## src/verilog/lsf_pkg.sv

```systemverilog
// shared constants and types for the link status, frequency and pin block
package lsf_pkg;

    // register indices; byte address on the bus is four times the index
    localparam logic [7:0] IDX_FREQ_COUNT = 8'h1b;
    localparam logic [7:0] IDX_GEN_STATUS = 8'h1c;
    localparam logic [7:0] IDX_PIN0_CFG   = 8'h1d;

    // reset values and counter saturation limit
    localparam logic [7:0] FREQ_RST        = 8'h00;
    localparam logic [1:0] PIN0_HIGH_RST   = 2'b00;
    localparam logic [7:0] SAT_MAX         = 8'hff;

    // general status field positions
    localparam int ST_TX_TWO_LANE = 5;
    localparam int ST_RX_TWO_LANE = 4;
    localparam int ST_AUDIO_LOCK  = 3;
    localparam int ST_SIG_DETECT  = 1;
    localparam int ST_CDR_LOCK    = 0;

    // pin zero configuration field positions
    localparam int PC_REV_LSB   = 4;
    localparam int PC_LOCAL_LVL = 3;
    localparam int PC_FAR_CTL   = 2;
    localparam int PC_DIR_BIT   = 1;
    localparam int PC_FUNC_BIT  = 0;

    // timing: window unit is one oscillator period, mclk runs at 100 MHz
    localparam int OSC_PERIOD_NS = 50;
    localparam int CLK_PERIOD_NS = 10;
    localparam int CYC_PER_OSC   = (OSC_PERIOD_NS + CLK_PERIOD_NS - 1) / CLK_PERIOD_NS;

    // pad modes decoded from {direction, function} bits
    typedef enum logic [1:0] {
        PM_FUNC_OUT,
        PM_TRISTATE,
        PM_GP_OUT,
        PM_GP_IN
    } lsf_pin_mode_e;

endpackage

```

## src/verilog/lsf_edge_count.sv

```systemverilog
// pixel clock edge sampler with saturating edge counter
`timescale 1ns/1ps
`default_nettype none

module lsf_edge_count
    import lsf_pkg::*;
#(
    parameter int CNT_W = 8
)
(
    input  wire logic             mclk,
    input  wire logic             srst,
    input  wire logic             ce,
    input  wire logic             pixClk,
    input  wire logic             clear,
    input  wire logic             countEn,
    output logic [CNT_W-1:0]      count
);

    generate
        if (CNT_W < 1 || CNT_W > 8)
        begin : g_chk
            $error("lsf_edge_count: CNT_W must be 1 to 8");
        end
    endgenerate

    typedef struct packed {
        logic [2:0]       samp;
        logic [CNT_W-1:0] cnt;
    } lsf_cnt_state_s;

    lsf_cnt_state_s q;
    lsf_cnt_state_s d;
    logic           risingEdge;
    logic [CNT_W-1:0] satMax;

    // stage 0 feeds only stage 1; edges are seen between stages 1 and 2
    assign risingEdge = q.samp[1] && !q.samp[2];
    assign satMax     = SAT_MAX[CNT_W-1:0];

    ///////////////////////////////////////////////////////////////////////////
    // next state: sampling chain and saturating count
    always_comb
    begin
        d = q;
        if (ce)
        begin
            d.samp = {q.samp[1:0], pixClk};
            if (clear)
            begin
                d.cnt = '0;
            end
            else if (countEn && risingEdge && q.cnt != satMax)
            begin
                d.cnt = q.cnt + 1'b1;  // holds at the top, never wraps
            end
        end
        if (srst)
        begin
            d.samp = 3'b000;
            d.cnt  = '0;
        end
    end

    // one register for the whole state
    always_ff @(posedge mclk)
    begin
        q <= d;
    end

    assign count = q.cnt;
endmodule

`default_nettype wire

```

## src/verilog/lsf_link_status_regs.sv

```systemverilog
// register bank: pixel frequency counter, link status and pin zero setup
//
// Local design decision: register access over Wishbone.
`timescale 1ns/1ps
`default_nettype none

// Functional notes
// - writing the frequency register opens a window of value times oscillator periods
// - reading the frequency register returns edges counted in the latest window
// - status bit 5 shows transmit dual-link (1) or single-link (0)
// - status bit 4 shows receive dual-link (1) or single-link (0)
// - status bit 3 shows audio PLL locked to incoming audio clock
// - status bit 1 shows serial input detected on receive port
// - status bit 0 shows CDR lock; in dual-link both channels must lock
// - local level drives pin only in general output mode without far control
// - far control set makes the pin an output carrying the remote value
// - direction/function pair: 00 functional, 10 tristate, 01 gp output, 11 gp input
// - direction and function bits reset to 1 when second port is selected
// - with second port selected, the setup steers the second port pin
module lsf_link_status_regs
    import lsf_pkg::*;
#(
    parameter int         ADR_W        = 8,
    parameter logic [3:0] SILICON_REV  = 4'h7   // arbitrary revision value
)
(
    input  wire logic             mclk,
    input  wire logic             srst,
    input  wire logic             ce,
    input  wire logic             wbCyc,
    input  wire logic             wbStb,
    input  wire logic             wbWe,
    input  wire logic [ADR_W-1:0] wbAdr,
    input  wire logic [3:0]       wbSel,
    input  wire logic [31:0]      wbDatW,
    output logic      [31:0]      wbDatR,
    output logic                  wbAck,
    input  wire logic             pixClk,
    input  wire logic             txTwoLaneActive,
    input  wire logic             rxTwoLaneActive,
    input  wire logic             audioPllLocked,
    input  wire logic             serialDetect,
    input  wire logic             cdrLockPrimary,
    input  wire logic             cdrLockSecond,
    input  wire logic             secondPortSelect,
    input  wire logic             funcLevel0,
    input  wire logic             farLevel0,
    input  wire logic             pin0In,
    output logic                  pin0Out,
    output logic                  pin0Oe,
    input  wire logic             secondPortPin0In,
    output logic                  secondPortPin0Out,
    output logic                  secondPortPin0Oe,
    output logic                  pin0SensedLevel,
    output logic                  windowBusy
);

    localparam int WT_W = 12;

    generate
        if (ADR_W < 7 || ADR_W > 32)
        begin : g_chk
            $error("lsf_link_status_regs: ADR_W must be 7 to 32");
        end
        if (255 * CYC_PER_OSC >= (1 << WT_W))
        begin : g_chk_wt
            $error("lsf_link_status_regs: window timer too narrow");
        end
    endgenerate

    ///////////////////////////////////////////////////////////////////////////
    // decoding helpers

    // word index match for a register index on the byte address bus
    function automatic logic regHit(input logic [ADR_W-1:0] adr, input logic [7:0] idx);
        logic [ADR_W-1:0] base;
        base = ADR_W'({idx, 2'b00});
        return adr[ADR_W-1:2] == base[ADR_W-1:2];
    endfunction

    // pad mode from {direction, function}
    function automatic lsf_pin_mode_e pinMode(input logic dirBit, input logic funcBit);
        lsf_pin_mode_e m;
        unique case ({dirBit, funcBit})
            2'b00: m = PM_FUNC_OUT;
            2'b10: m = PM_TRISTATE;
            2'b01: m = PM_GP_OUT;
            2'b11: m = PM_GP_IN;
        endcase
        return m;
    endfunction

    ///////////////////////////////////////////////////////////////////////////
    // state

    typedef struct packed {
        logic            ack;
        logic [7:0]      rdData;
        logic            winOpen;
        logic [WT_W-1:0] winTimer;
        logic [3:0]      pinCfg;      // local level, far control, direction, function
        logic [1:0]      padOut;      // index 0 primary pin, 1 second port pin
        logic [1:0]      padOe;
        logic            sensed;
    } lsf_reg_state_s;

    lsf_reg_state_s q;
    lsf_reg_state_s d;

    logic          busReq;
    logic          accept;
    logic          wrFreq;
    logic          wrPin;
    logic [7:0]    edgeCount;
    logic [7:0]    statusByte;
    logic          cdrLocked;
    lsf_pin_mode_e selMode;
    logic [1:0]    drvOut;
    logic [1:0]    drvOe;
    logic [1:0]    padIn;

    // a request is served once; ack drops the cycle after it is given
    assign busReq = wbCyc && wbStb;
    assign accept = ce && busReq && !q.ack;
    assign wrFreq = accept && wbWe && wbSel[0] && regHit(wbAdr, IDX_FREQ_COUNT);
    assign wrPin  = accept && wbWe && wbSel[0] && regHit(wbAdr, IDX_PIN0_CFG);

    ///////////////////////////////////////////////////////////////////////////
    // pixel edge counting, crossed in by sampling before any edge logic

    lsf_edge_count #(
        .CNT_W   (8)
    ) u_edge_count (
        .mclk    (mclk),
        .srst    (srst),
        .ce      (ce),
        .pixClk  (pixClk),
        .clear   (wrFreq),
        .countEn (q.winOpen),
        .count   (edgeCount)
    );

    ///////////////////////////////////////////////////////////////////////////
    // status byte, reserved bits tied low

    // in dual-link reception both channels must report lock
    assign cdrLocked = rxTwoLaneActive ? (cdrLockPrimary && cdrLockSecond)
                                       : cdrLockPrimary;

    always_comb
    begin
        statusByte                 = 8'h00;
        statusByte[ST_TX_TWO_LANE] = txTwoLaneActive;
        statusByte[ST_RX_TWO_LANE] = rxTwoLaneActive;
        statusByte[ST_AUDIO_LOCK]  = audioPllLocked;
        statusByte[ST_SIG_DETECT]  = serialDetect;
        statusByte[ST_CDR_LOCK]    = cdrLocked;
    end

    ///////////////////////////////////////////////////////////////////////////
    // pad drive for both pins; only the selected pin takes the setup

    assign selMode = pinMode(q.pinCfg[PC_DIR_BIT], q.pinCfg[PC_FUNC_BIT]);
    assign padIn   = {secondPortPin0In, pin0In};

    generate
        for (genvar i = 0; i < 2; i++)
        begin : g_pad
            logic chosen;
            lsf_pin_mode_e mode;
            assign chosen = (i == 1) == secondPortSelect;
            assign mode   = pinMode(q.pinCfg[PC_DIR_BIT], q.pinCfg[PC_FUNC_BIT]);
            always_comb
            begin
                drvOut[i] = 1'b0;
                drvOe[i]  = 1'b0;
                if (chosen && q.pinCfg[PC_FAR_CTL])
                begin
                    drvOut[i] = farLevel0;
                    drvOe[i]  = 1'b1;
                end
                else if (chosen)
                begin
                    unique case (mode)
                        PM_FUNC_OUT:
                        begin
                            drvOut[i] = funcLevel0;
                            drvOe[i]  = 1'b1;
                        end
                        PM_GP_OUT:
                        begin
                            drvOut[i] = q.pinCfg[PC_LOCAL_LVL];
                            drvOe[i]  = 1'b1;
                        end
                        PM_TRISTATE, PM_GP_IN:
                        begin
                            drvOut[i] = 1'b0;  // pad released
                            drvOe[i]  = 1'b0;
                        end
                    endcase
                end
            end
        end
    endgenerate

    ///////////////////////////////////////////////////////////////////////////
    // next state: bus slave, window timer, pin setup and pad registers
    // reset wins over a low clock enable so straps are always caught
    always_comb
    begin
        d     = q;
        d.ack = 1'b0;
        if (ce)
        begin
            d.ack = busReq && !q.ack;
            if (accept)
            begin
                d.rdData = 8'h00;  // unmapped words answer with zero
                if (regHit(wbAdr, IDX_FREQ_COUNT))
                begin
                    d.rdData = edgeCount;
                end
                else if (regHit(wbAdr, IDX_GEN_STATUS))
                begin
                    d.rdData = statusByte;
                end
                else if (regHit(wbAdr, IDX_PIN0_CFG))
                begin
                    d.rdData = {SILICON_REV, q.pinCfg};
                end
            end
            // window: a new write restarts it, a zero write closes it
            if (wrFreq)
            begin
                d.winTimer = WT_W'(wbDatW[7:0] * CYC_PER_OSC);
                d.winOpen  = wbDatW[7:0] != 8'h00;
            end
            else if (q.winOpen)
            begin
                d.winTimer = q.winTimer - 1'b1;
                d.winOpen  = q.winTimer != WT_W'(1);
            end
            // only the low nibble is writable; revision field ignores writes
            if (wrPin)
            begin
                d.pinCfg = wbDatW[3:0];
            end
            d.padOut = drvOut;
            d.padOe  = drvOe;
            d.sensed = secondPortSelect ? padIn[1] : padIn[0];
        end
        if (srst)
        begin
            d.ack      = 1'b0;
            d.rdData   = FREQ_RST;
            d.winOpen  = 1'b0;
            d.winTimer = '0;
            d.pinCfg   = {PIN0_HIGH_RST, secondPortSelect, secondPortSelect};
            d.padOut   = 2'b00;
            d.padOe    = 2'b00;
            d.sensed   = 1'b0;
        end
    end

    // one register for the whole state
    always_ff @(posedge mclk)
    begin
        q <= d;
    end

    ///////////////////////////////////////////////////////////////////////////
    // outputs

    assign wbAck             = q.ack;
    assign wbDatR            = {24'h000000, q.rdData};
    assign pin0Out           = q.padOut[0];
    assign pin0Oe            = q.padOe[0];
    assign secondPortPin0Out = q.padOut[1];
    assign secondPortPin0Oe  = q.padOe[1];
    assign pin0SensedLevel   = q.sensed;
    assign windowBusy        = q.winOpen;

    logic rdReq;
    assign rdReq = accept && !wbWe;
endmodule

`default_nettype wire

```

## config.mk

```make
export PLATFORM = sky130hd
export DESIGN_NAME = lsf_link_status_regs
export DESIGN_NICKNAME = d
export VERILOG_FILES = /design/src/verilog/lsf_pkg.sv /design/src/verilog/lsf_edge_count.sv /design/src/verilog/lsf_link_status_regs.sv
export SDC_FILE = /design/constraint.sdc
export NUM_CORES = 1
export LEC_CHECK = 0
export ABC_AREA = 1
export BUFFER_PORTS_ARGS = -buffer_cell sky130_fd_sc_hd__buf_2
export CORE_ASPECT_RATIO = 0.7
export CORE_UTILIZATION = 46
export DETAILED_ROUTE_END_ITERATION = 12
export PLACE_DENSITY_LB_ADDON = 0.25
export SETUP_SLACK_MARGIN = 0.5
export SYNTH_ARGS = -nofsm -noshare
export SYNTH_HDL_FRONTEND = slang
export SYNTH_SLANG_ARGS = --single-unit
export TNS_END_PERCENT = 1
```

## constraint.sdc

```tcl
create_clock -name mclk -period 1.59 [get_ports mclk]
set_input_delay 0.0795 -clock mclk [delete_from_list [all_inputs] [get_ports mclk]]
set_output_delay 0.0795 -clock mclk [all_outputs]
set_load 0.02 [all_outputs]
```

==> results summary, run 1 <==
The flow ran to the end, but the final reports show violations. The final reports fail on DRC. The die span in x came out at 97.7 um. The worst-case headroom to the max-slew limit is 0.655.

The root buffer cell chosen for the clock tree is sky130_fd_sc_hd__clkbuf_8. The number of antenna diodes in the final layout is 0. The detail-routed net length per standard cell came out at 13.2 um. The share of total power dissipated in sequential elements is 0.456. The number of enable flip-flop cells after synthesis came out at 2. The final instance count without filler cells is 595. The total count of max-transition violations in the final report is 0. The largest net degree at the start of global routing came out at 17. The leakage power figure came out at 1.86 nW. Relative to the synthesized area, the layout overhead comes to 23.2%. The number of nets still failing antenna checks after routing is 0.

The final number of hold-violating endpoints is 0. The via count normalized by instance count came out at 5.12. The setup-violating endpoint count in the final report is 0.

The final estimated routing congestion in global placement is 0.901. The minimum clock period after layout came out at 1390 ps. The DRC marker count from the first detailed-route iteration came out at 249. The worst setup path is captured at a flop. The commonest register cell after synthesis is sky130_fd_sc_hd__dfxtp_1.

The detailed-router iteration count before antenna repair is 10. The synthesized area per cell is 6.57 um2. The setup skew after layout is 7.00 ps.

The accumulated negative setup slack is 0 ps. The total routing usage reported by global routing came out at 0.234. The share of the clock period used by the worst path after layout came out at 0.874. The number of clock sinks is 42. The fraction of registers with async set/reset came out at 0. At the worst endpoint, the arrival time is 1640 ps. The worst setup path is of the flop to flop kind. The share of cells above drive strength 1 came out at 0.254. The worst setup path is launched from a flop. The sum of routed wire length over all layers is 7850 um. The achievable clock frequency came out at 0.720 GHz. TritonCTS built the clock tree.

Across the run, the number of max-cap violations was 0. Counting flops and latches in the post-synthesis netlist gives 42. The top-level I/O count is 101. The maximum count of clock buffers along a single path is 2. Setup repair after global routing could not meet its margin everywhere.

The sum of net half-perimeters after detailed placement came out at 5840 um. The H-tree was split into 2 levels. Of the total power, the share spent switching nets is 0.287. The total number of yosys warnings came out at 0. The total power density per cell area is 664 mW/mm2. The share of the core filled with cells in the final layout came out at 0.610. The via count of the routed design is 3046. The required arrival time at the worst endpoint is 1840 ps. The net switching power came out at 0.691 mW. The die covers 0.00674 mm2.

The via count of the first global-routing pass came out at 2643. For this run, the register share of the synthesized area comes to 0.292. For the pin with the worst max-slew slack, the measured transition is 516 ps. The worst IR drop on VDD came out at 0.328 mV. The total overflow left after global routing is 0.

The final layout net count came out at 597. The count of distinct cell types in the synthesized netlist came out at 36. The initial antenna violation count came to 0.

The number of instances in the synthesized netlist is 449. The share of total power dissipated in the clock network is 0.359. The core box area is 0.00596 mm2. The initial cell density of the core came out at 0.495. Cell internal power was estimated by the tool at 1.72 mW. The row count came out at 23. The relative contribution of combinational cells to total power came out at 0.185. The chip height came out at 69.0 um. The first global-routing pass estimated 12400 um of wire. The number of buffer cells added on primary ports came out at 47. In this run the worst path has a maximum fanout of 7. In this run the cell area of the synthesized design comes to 0.00295 mm2.

The clock buffer count from CTS came out at 5. The number of placed instances, taps included, is 579. The path class of the tightest hold or removal check is input port to flop. The clock input transition at the sequential cells of the worst setup and hold paths came out at 90 ps. The layout has 574 filler cells.

The insertion delay of the later-clocked pin in the worst-skew pair is 300 ps. The post-detailed-route DRC marker count is 12.
-- logic make-up after synthesis --
logic type,count (synthesis),synth area share
buffers and inverters,102,0.178
DFF,42,0.292
adders and majority gates,16,0.0704
and+or+nand+nor,213,0.314
other,1,0.00127
AOI/OAI and AO/OA,67,0.120
xor gates and xnor gates,8,0.0238
-- synthesized netlist by cell type, types with 2 or more instances --
master / n / area [um2]
sky130_fd_sc_hd__nand2_1: 93 / 349
sky130_fd_sc_hd__inv_1: 59 / 221
sky130_fd_sc_hd__nor2_1: 55 / 206
sky130_fd_sc_hd__dfxtp_1: 40 / 801
sky130_fd_sc_hd__nand3_1: 39 / 195
sky130_fd_sc_hd__buf_4: 34 / 255
sky130_fd_sc_hd__o21ai_0: 33 / 165
sky130_fd_sc_hd__a21oi_1: 27 / 135
sky130_fd_sc_hd__ha_1: 15 / 188
sky130_fd_sc_hd__nand4_1: 9 / 56.3
sky130_fd_sc_hd__xor2_1: 8 / 70.1
sky130_fd_sc_hd__nor3_1: 5 / 25.0
sky130_fd_sc_hd__clkbuf_1: 4 / 15.0
sky130_fd_sc_hd__nand2_2: 3 / 18.8
sky130_fd_sc_hd__buf_2: 2 / 10.0
sky130_fd_sc_hd__edfxtp_1: 2 / 60.1
sky130_fd_sc_hd__nand2_4: 2 / 22.5
-- flip-flops by register name (all words and copies together), names as in the netlist --
register / flops
secondPortPin0Out: 1
pin0SensedLevel: 1
wbDatR: 8
windowBusy: 1
pin0Out: 1
secondPortPin0Oe: 1
q: 16
u_edge_count.count: 8
pin0Oe: 1
wbAck: 1
u_edge_count.q: 3
-- what timing repair did --
action,4_1_cts,5_1_grt
hold buffers,1,0
gates resized for setup,19,21
pin swaps,6,12
endpoints found under the hold margin,1,0
setup buffers,2,5
endpoints found under the setup margin,35,35
-- placed cells by master, fill, tap and decap left out, drive strengths merged, types with 2 or more instances in the layout --
cell	n
dfxtp	40
xor2	8
edfxtp	2
nor3	5
nand2	98
clkbuf	5
nand3	40
ha	15
clkinvlp	2
a21oi	27
or2	2
buf	80
nand4	9
nor2	57
o21ai	34
conb	24
inv	61
-- power by group through the flow --
stage / registers, mW / clock network [mW] / logic, mW
2_1_floorplan: 1.13 / 0 / 0.318
6_report: 1.10 / 0.866 / 0.446
3_3_place_gp: 1.12 / 0 / 0.414
5_1_grt: 1.10 / 0.924 / 0.498
3_5_place_dp: 1.12 / 0 / 0.422
4_1_cts: 1.10 / 0.877 / 0.429
-- worst max-delay path, stage by stage (launching register included) --
cell                      delay, ps
sky130_fd_sc_hd__dfxtp_2        340
sky130_fd_sc_hd__nor2_4          90
sky130_fd_sc_hd__nand3_2        140
sky130_fd_sc_hd__nor2_4         300
sky130_fd_sc_hd__o21ai_0        210
sky130_fd_sc_hd__o21ai_0        130
sky130_fd_sc_hd__nand2_1         70
sky130_fd_sc_hd__nand2_1         70
-- routing by layer --
metal,up-vias,part of all wire,GRT usage
li1,1531,-,-
met1,1371,0.50,0.336
met2,130,0.42,0.354
met3,14,0.068,0.0454
met4,0,0.014,0.0758
met5,-,0,0
-- metrics by stage --
step	instance area, um2	power, mW	setup WS [ps]	hold WS [ps]
after floorplan	3070	1.45	186	214
after global placement	3300	1.54	-8.54	306
after detailed placement	3300	1.54	-48.2	315
after CTS	3510	2.40	209	2.84
after global routing	3630	2.52	83.7	14.2
final	3630	2.41	201	5.15
-- worst paths after layout --
path | from | to | slack (ps) | depth (start not counted)
max reg2reg | wbAck | windowBusy | 200 | 7
min | audioPllLocked | wbDatR[3] | 5 | 3
max | wbAck | windowBusy | 200 | 7
min reg2reg | pin0Oe | pin0Oe | 470 | 2
-- final cells by class --
cell class / instances / area, um2 / share of cell area
multi-input cells: 328 / 1810 / 0.499
inverters: 61 / 234 / 0.0644
repair buffers: 81 / 510 / 0.140
clock inverters: 3 / 45.0 / 0.0124
clock buffers: 5 / 68.8 / 0.0189
well taps: 75 / 93.8 / 0.0258
flip-flops and latches: 42 / 868 / 0.239
Power figures use the tool's default switching activity.
==> run 2, diff against run 1 <==
--- a/config.mk
+++ b/config.mk
@@ -5,10 +5,10 @@
 export SDC_FILE = /design/constraint.sdc
 export NUM_CORES = 1
 export LEC_CHECK = 0
-export ABC_AREA = 1
 export BUFFER_PORTS_ARGS = -buffer_cell sky130_fd_sc_hd__buf_2
 export CORE_ASPECT_RATIO = 0.7
-export CORE_UTILIZATION = 46
+export CORE_UTILIZATION = 45
+export CTS_CLUSTER_DIAMETER = 150
 export DETAILED_ROUTE_END_ITERATION = 12
 export PLACE_DENSITY_LB_ADDON = 0.25
 export SETUP_SLACK_MARGIN = 0.5
==> run 2 against run 1 <==
Compared with the run above:
- the flow finishes with violations (setup timing)
- core utilization up 1.8 points
- clock skew down 2.1 ps
- global-route usage up 0.55 points
- sequential power about the same
- non-clock buffer count up 15
- final area up 0.90%
- combinational power up 9.0%
- maximum frequency down 15%
- largest power group unchanged
- power down 6.2%
- register-to-register slack worse by 250 ps
- critical path depth down 3
==> results summary, run 2 <==
The share of cells above drive strength 1 came out at 0.416 (+0.163). The via count of the routed design came to 2590 (-15%). The internal power is 1.58 mW (-8.1%).

Ranked by flip-flop count, first place goes to q. The worst setup path is launched from a flop. The die span in x came out at 96.0 um (-1.8%).

The via count of the first global-routing pass came out at 2419 (-8.5%). Setup repair after global routing could not meet its margin everywhere. The synthesized area per cell was 8.81 um2 (+34%). The highest net fanout along the worst path is 3 (-4). The startpoint-to-endpoint class of the critical path is flop to flop. The portion of the post-synthesis area used by sequential elements came out at 0.309 (+0.0175). The setup skew after layout came to 4.88 ps (-2.11 ps).

The met3 layer usage reported by global route came to 0.0417 (-0.00370). The count of inserted antenna diode cells came out at 0 (unchanged). The total die area is 0.00651 mm2 (-3.5%).

The max-cap violation count is 0 (unchanged). The total number of H-tree levels came out at 2 (unchanged). In the layout the commonest cells are sky130_fd_sc_hd__buf_2 (47), sky130_fd_sc_hd__buf_4 (43), sky130_fd_sc_hd__nor2_1 (30), sky130_fd_sc_hd__dfxtp_1 (30), sky130_fd_sc_hd__conb_1 (24). In the synthesized netlist the dominant register cell turns out to be sky130_fd_sc_hd__dfxtp_1. The library cell used most frequently in the layout, excluding fill and tap cells, is sky130_fd_sc_hd__buf_2. The sum of net half-perimeters after detailed placement is 5540 um (-5.1%). The clock tree from TritonCTS is done. The total global routing overflow is 0 (unchanged). The checks that failed: setup timing. The detailed-router iteration count before antenna repair is 4 (-6). The total routing usage reported by global routing is 0.240 (+0.00547). The clock network power share is 0.303 (-0.056). The required arrival time at the worst endpoint was 1820 ps (-20 ps). The largest net degree at the start of global routing is 16 (-1). The accumulated negative setup slack came out at -83.0 ps (-83.0 ps). The total number of yosys warnings is 0 (unchanged).

The total power density per cell area came out at 617 mW/mm2 (-7.0%). The global-route wire length before repair is 11700 um (-5.1%). The min-delay analysis places its worst path in the category input port to flop. The most common cell in the synthesized netlist is sky130_fd_sc_hd__dfxtp_1. The number of buffer cells added on primary ports came out at 47 (unchanged). The total count of max-transition violations in the final report is 0 (unchanged).

The net switching power is 0.682 mW (-1.3%). The via count normalized by instance count came out at 5.44 (+6.3%). The minimum clock period after layout is 1640 ps (+251 ps). The share of the clock period used by the worst path after layout came out at 1.03 (+0.158). The number of flip-flops under the largest register name is 16 (unchanged). The final estimated routing congestion in global placement came to 0.869 (-3.6%). The arrival time of data at the critical path endpoint is 1870 ps (+230 ps). The sum of routed wire length over all layers came to 7510 um (-4.3%).

After synthesis, the cell types taking the most area are sky130_fd_sc_hd__dfxtp_1 (29%), sky130_fd_sc_hd__buf_4 (8.6%), sky130_fd_sc_hd__ha_1 (6.7%), sky130_fd_sc_hd__nor2_1 (4.5%), sky130_fd_sc_hd__mux2i_1 (3.2%). The clock input transition at the sequential cells of the worst setup and hold paths is 80 ps (about the same). The post-detailed-route DRC marker count is 0 (-12). The core box area is 0.00584 mm2 (-1.9%). The sequential fraction of design power is 0.483 (+0.027). The worst IR drop on VDD came out at 0.373 mV (+14%). The DRC marker count from the first detailed-route iteration is 116 (-53%). The count of distinct cell types in the synthesized netlist is 62 (+72%). The final hold slack came to 35.2 ps (+30.0 ps). The met2 track demand over resource in global routing came out at 0.379 (+0.0248).

The number of clock sinks came out at 42 (unchanged). The number of instances in the synthesized netlist came to 316 (-30%). The tree is rooted in a sky130_fd_sc_hd__clkbuf_8. The insertion delay of the later-clocked pin in the worst-skew pair came to 290 ps (about the same). By count the netlist is led by sky130_fd_sc_hd__dfxtp_1 (40), sky130_fd_sc_hd__nor2_1 (33), sky130_fd_sc_hd__buf_4 (32), sky130_fd_sc_hd__nand2_1 (18), sky130_fd_sc_hd__a21oi_1 (17). The switching share of power came out at 0.302 (+0.0149).

The final layout net count came to 478 (-20%). The top-level I/O count was 101 (unchanged). The layer flagged by global routing as most heavily used is met2. The number of nets still failing antenna checks after routing came to 0 (unchanged).

The number of enable flip-flop cells after synthesis was 2 (unchanged). The chip height came out at 67.8 um (-1.7%). The final number of hold-violating endpoints is 0 (unchanged).

The post-layout worst setup margin is -50.0 ps (-251 ps). The achievable clock frequency came to 0.610 GHz (-15%). The detail-routed net length per standard cell came to 15.8 um (+20%).

The row count is 23 (unchanged). The relative contribution of combinational cells to total power came out at 0.215 (+0.030). The fraction of met1 tracks used by global routing is 0.340 (+0.00413). The top-area cell type share of the netlist area is 0.288 (+0.0162). The leakage power figure came out at 1.54 nW (-17%).

sky130_fd_sc_hd__dfxtp_1 takes more of the synthesized area than any other cell. The maximum count of clock buffers along a single path is 2 (unchanged). The layout-stage area growth over the synthesis result is 31.7%. The initial cell density of the core was 0.476 (-0.0187).

The clock buffer count from CTS is 5 (unchanged). The setup-violating endpoint count in the final report came out at 4 (+4). The initial antenna violation count is 0 (unchanged).

The flow ran to the end, but the final reports show violations. The fraction of registers with async set/reset is 0 (unchanged). The flop and latch count out of synthesis is 42 (unchanged). The type of destination of the critical path is a flop. The synthesized cell area is 0.00278 mm2 (-5.6%).
run 2: cell types whose count changed after synthesis, moves of 5 or more:
cell / before / now
sky130_fd_sc_hd__nand2_1: 93 / 18
sky130_fd_sc_hd__inv_1: 59 / 11
sky130_fd_sc_hd__nand3_1: 39 / 10
sky130_fd_sc_hd__o21ai_0: 33 / 6
sky130_fd_sc_hd__nor2_1: 55 / 33
sky130_fd_sc_hd__a21oi_1: 27 / 17
sky130_fd_sc_hd__mux2i_1: 0 / 9
sky130_fd_sc_hd__nand2b_1: 0 / 7
sky130_fd_sc_hd__xnor2_1: 0 / 7
sky130_fd_sc_hd__o31ai_1: 1 / 7
sky130_fd_sc_hd__nand3b_1: 1 / 6
sky130_fd_sc_hd__nand4_1: 9 / 4
run 2: power by group through the flow:
stage                     sequential (mW)  clock, mW  combinational [mW]
after floorplan                      1.12          0               0.310
after global placement               1.12          0               0.436
after detailed placement             1.12          0               0.440
after CTS                            1.09      0.690               0.473
after global routing                 1.09      0.739               0.529
final                                1.09      0.684               0.486
run 2: cells by family after synthesis:
logic type	Yosys count	synth area share
DFF	42	0.309
AOI/OAI and AO/OA	66	0.178
buffers and inverters	53	0.118
xor gates and xnor gates	12	0.0378
other	1	0.00135
adders and majority gates	16	0.0746
muxes	11	0.0405
and+or+nand+nor	115	0.240
run 2: final cells by class:
type / instances / area (um2)
fillers: 520 / 2180
multi-input cells: 244 / 1940
flip-flops and latches: 42 / 876
repair buffers: 96 / 626
well taps: 75 / 93.8
clock buffers: 5 / 68.8
inverters: 11 / 41.3
clock inverters: 3 / 16.3
run 2: through the flow:
stage          worst slack, ps  power (mW)  instance area [um2]  instances  utilization
2_1_floorplan            -90.3        1.43                 2890        339            -
3_3_place_gp              -223        1.55                 3270        465        0.561
5_1_grt                  -87.0        2.36                 3670        476        0.628
6_report                 -50.0        2.26                 3670        476        0.628
3_5_place_dp              -287        1.56                 3270        465        0.561
4_1_cts                  -25.6        2.25                 3600        475        0.617
run 2: worst paths after layout:
| kind | from | endpoint | slack (ps) | cells past startpoint |
|---|---|---|---|---|
| setup reg to reg | q[14] | q[17] | -50 | 4 |
| setup / recovery | q[14] | q[17] | -50 | 4 |
| hold / removal | pixClk | u_edge_count.q[8] | 40 | 3 |
| hold reg to reg | wbDatR[5] | wbDatR[5] | 460 | 2 |
run 2: repair_timing:
action / CTS / global route
setup buffers: 2 / 1
pin swaps: 43 / 20
resized for setup: 54 / 15
endpoints found under the setup margin: 36 / 35
hold buffers: 0 / 0
run 2: worst max-delay path, stage by stage (launching register included):
cell,delay [ps]
sky130_fd_sc_hd__dfxtp_2,350
sky130_fd_sc_hd__or4_4,580
sky130_fd_sc_hd__or4_1,420
sky130_fd_sc_hd__a21o_1,180
sky130_fd_sc_hd__o211ai_2,50
run 2: routing by layer:
| metal | wire (um) | share of wire |
|---|---|---|
| met5 | 0 | 0 |
| met4 | 61 | 0.0081 |
| met3 | 422 | 0.056 |
| met2 | 3400 | 0.45 |
| met1 | 3630 | 0.48 |
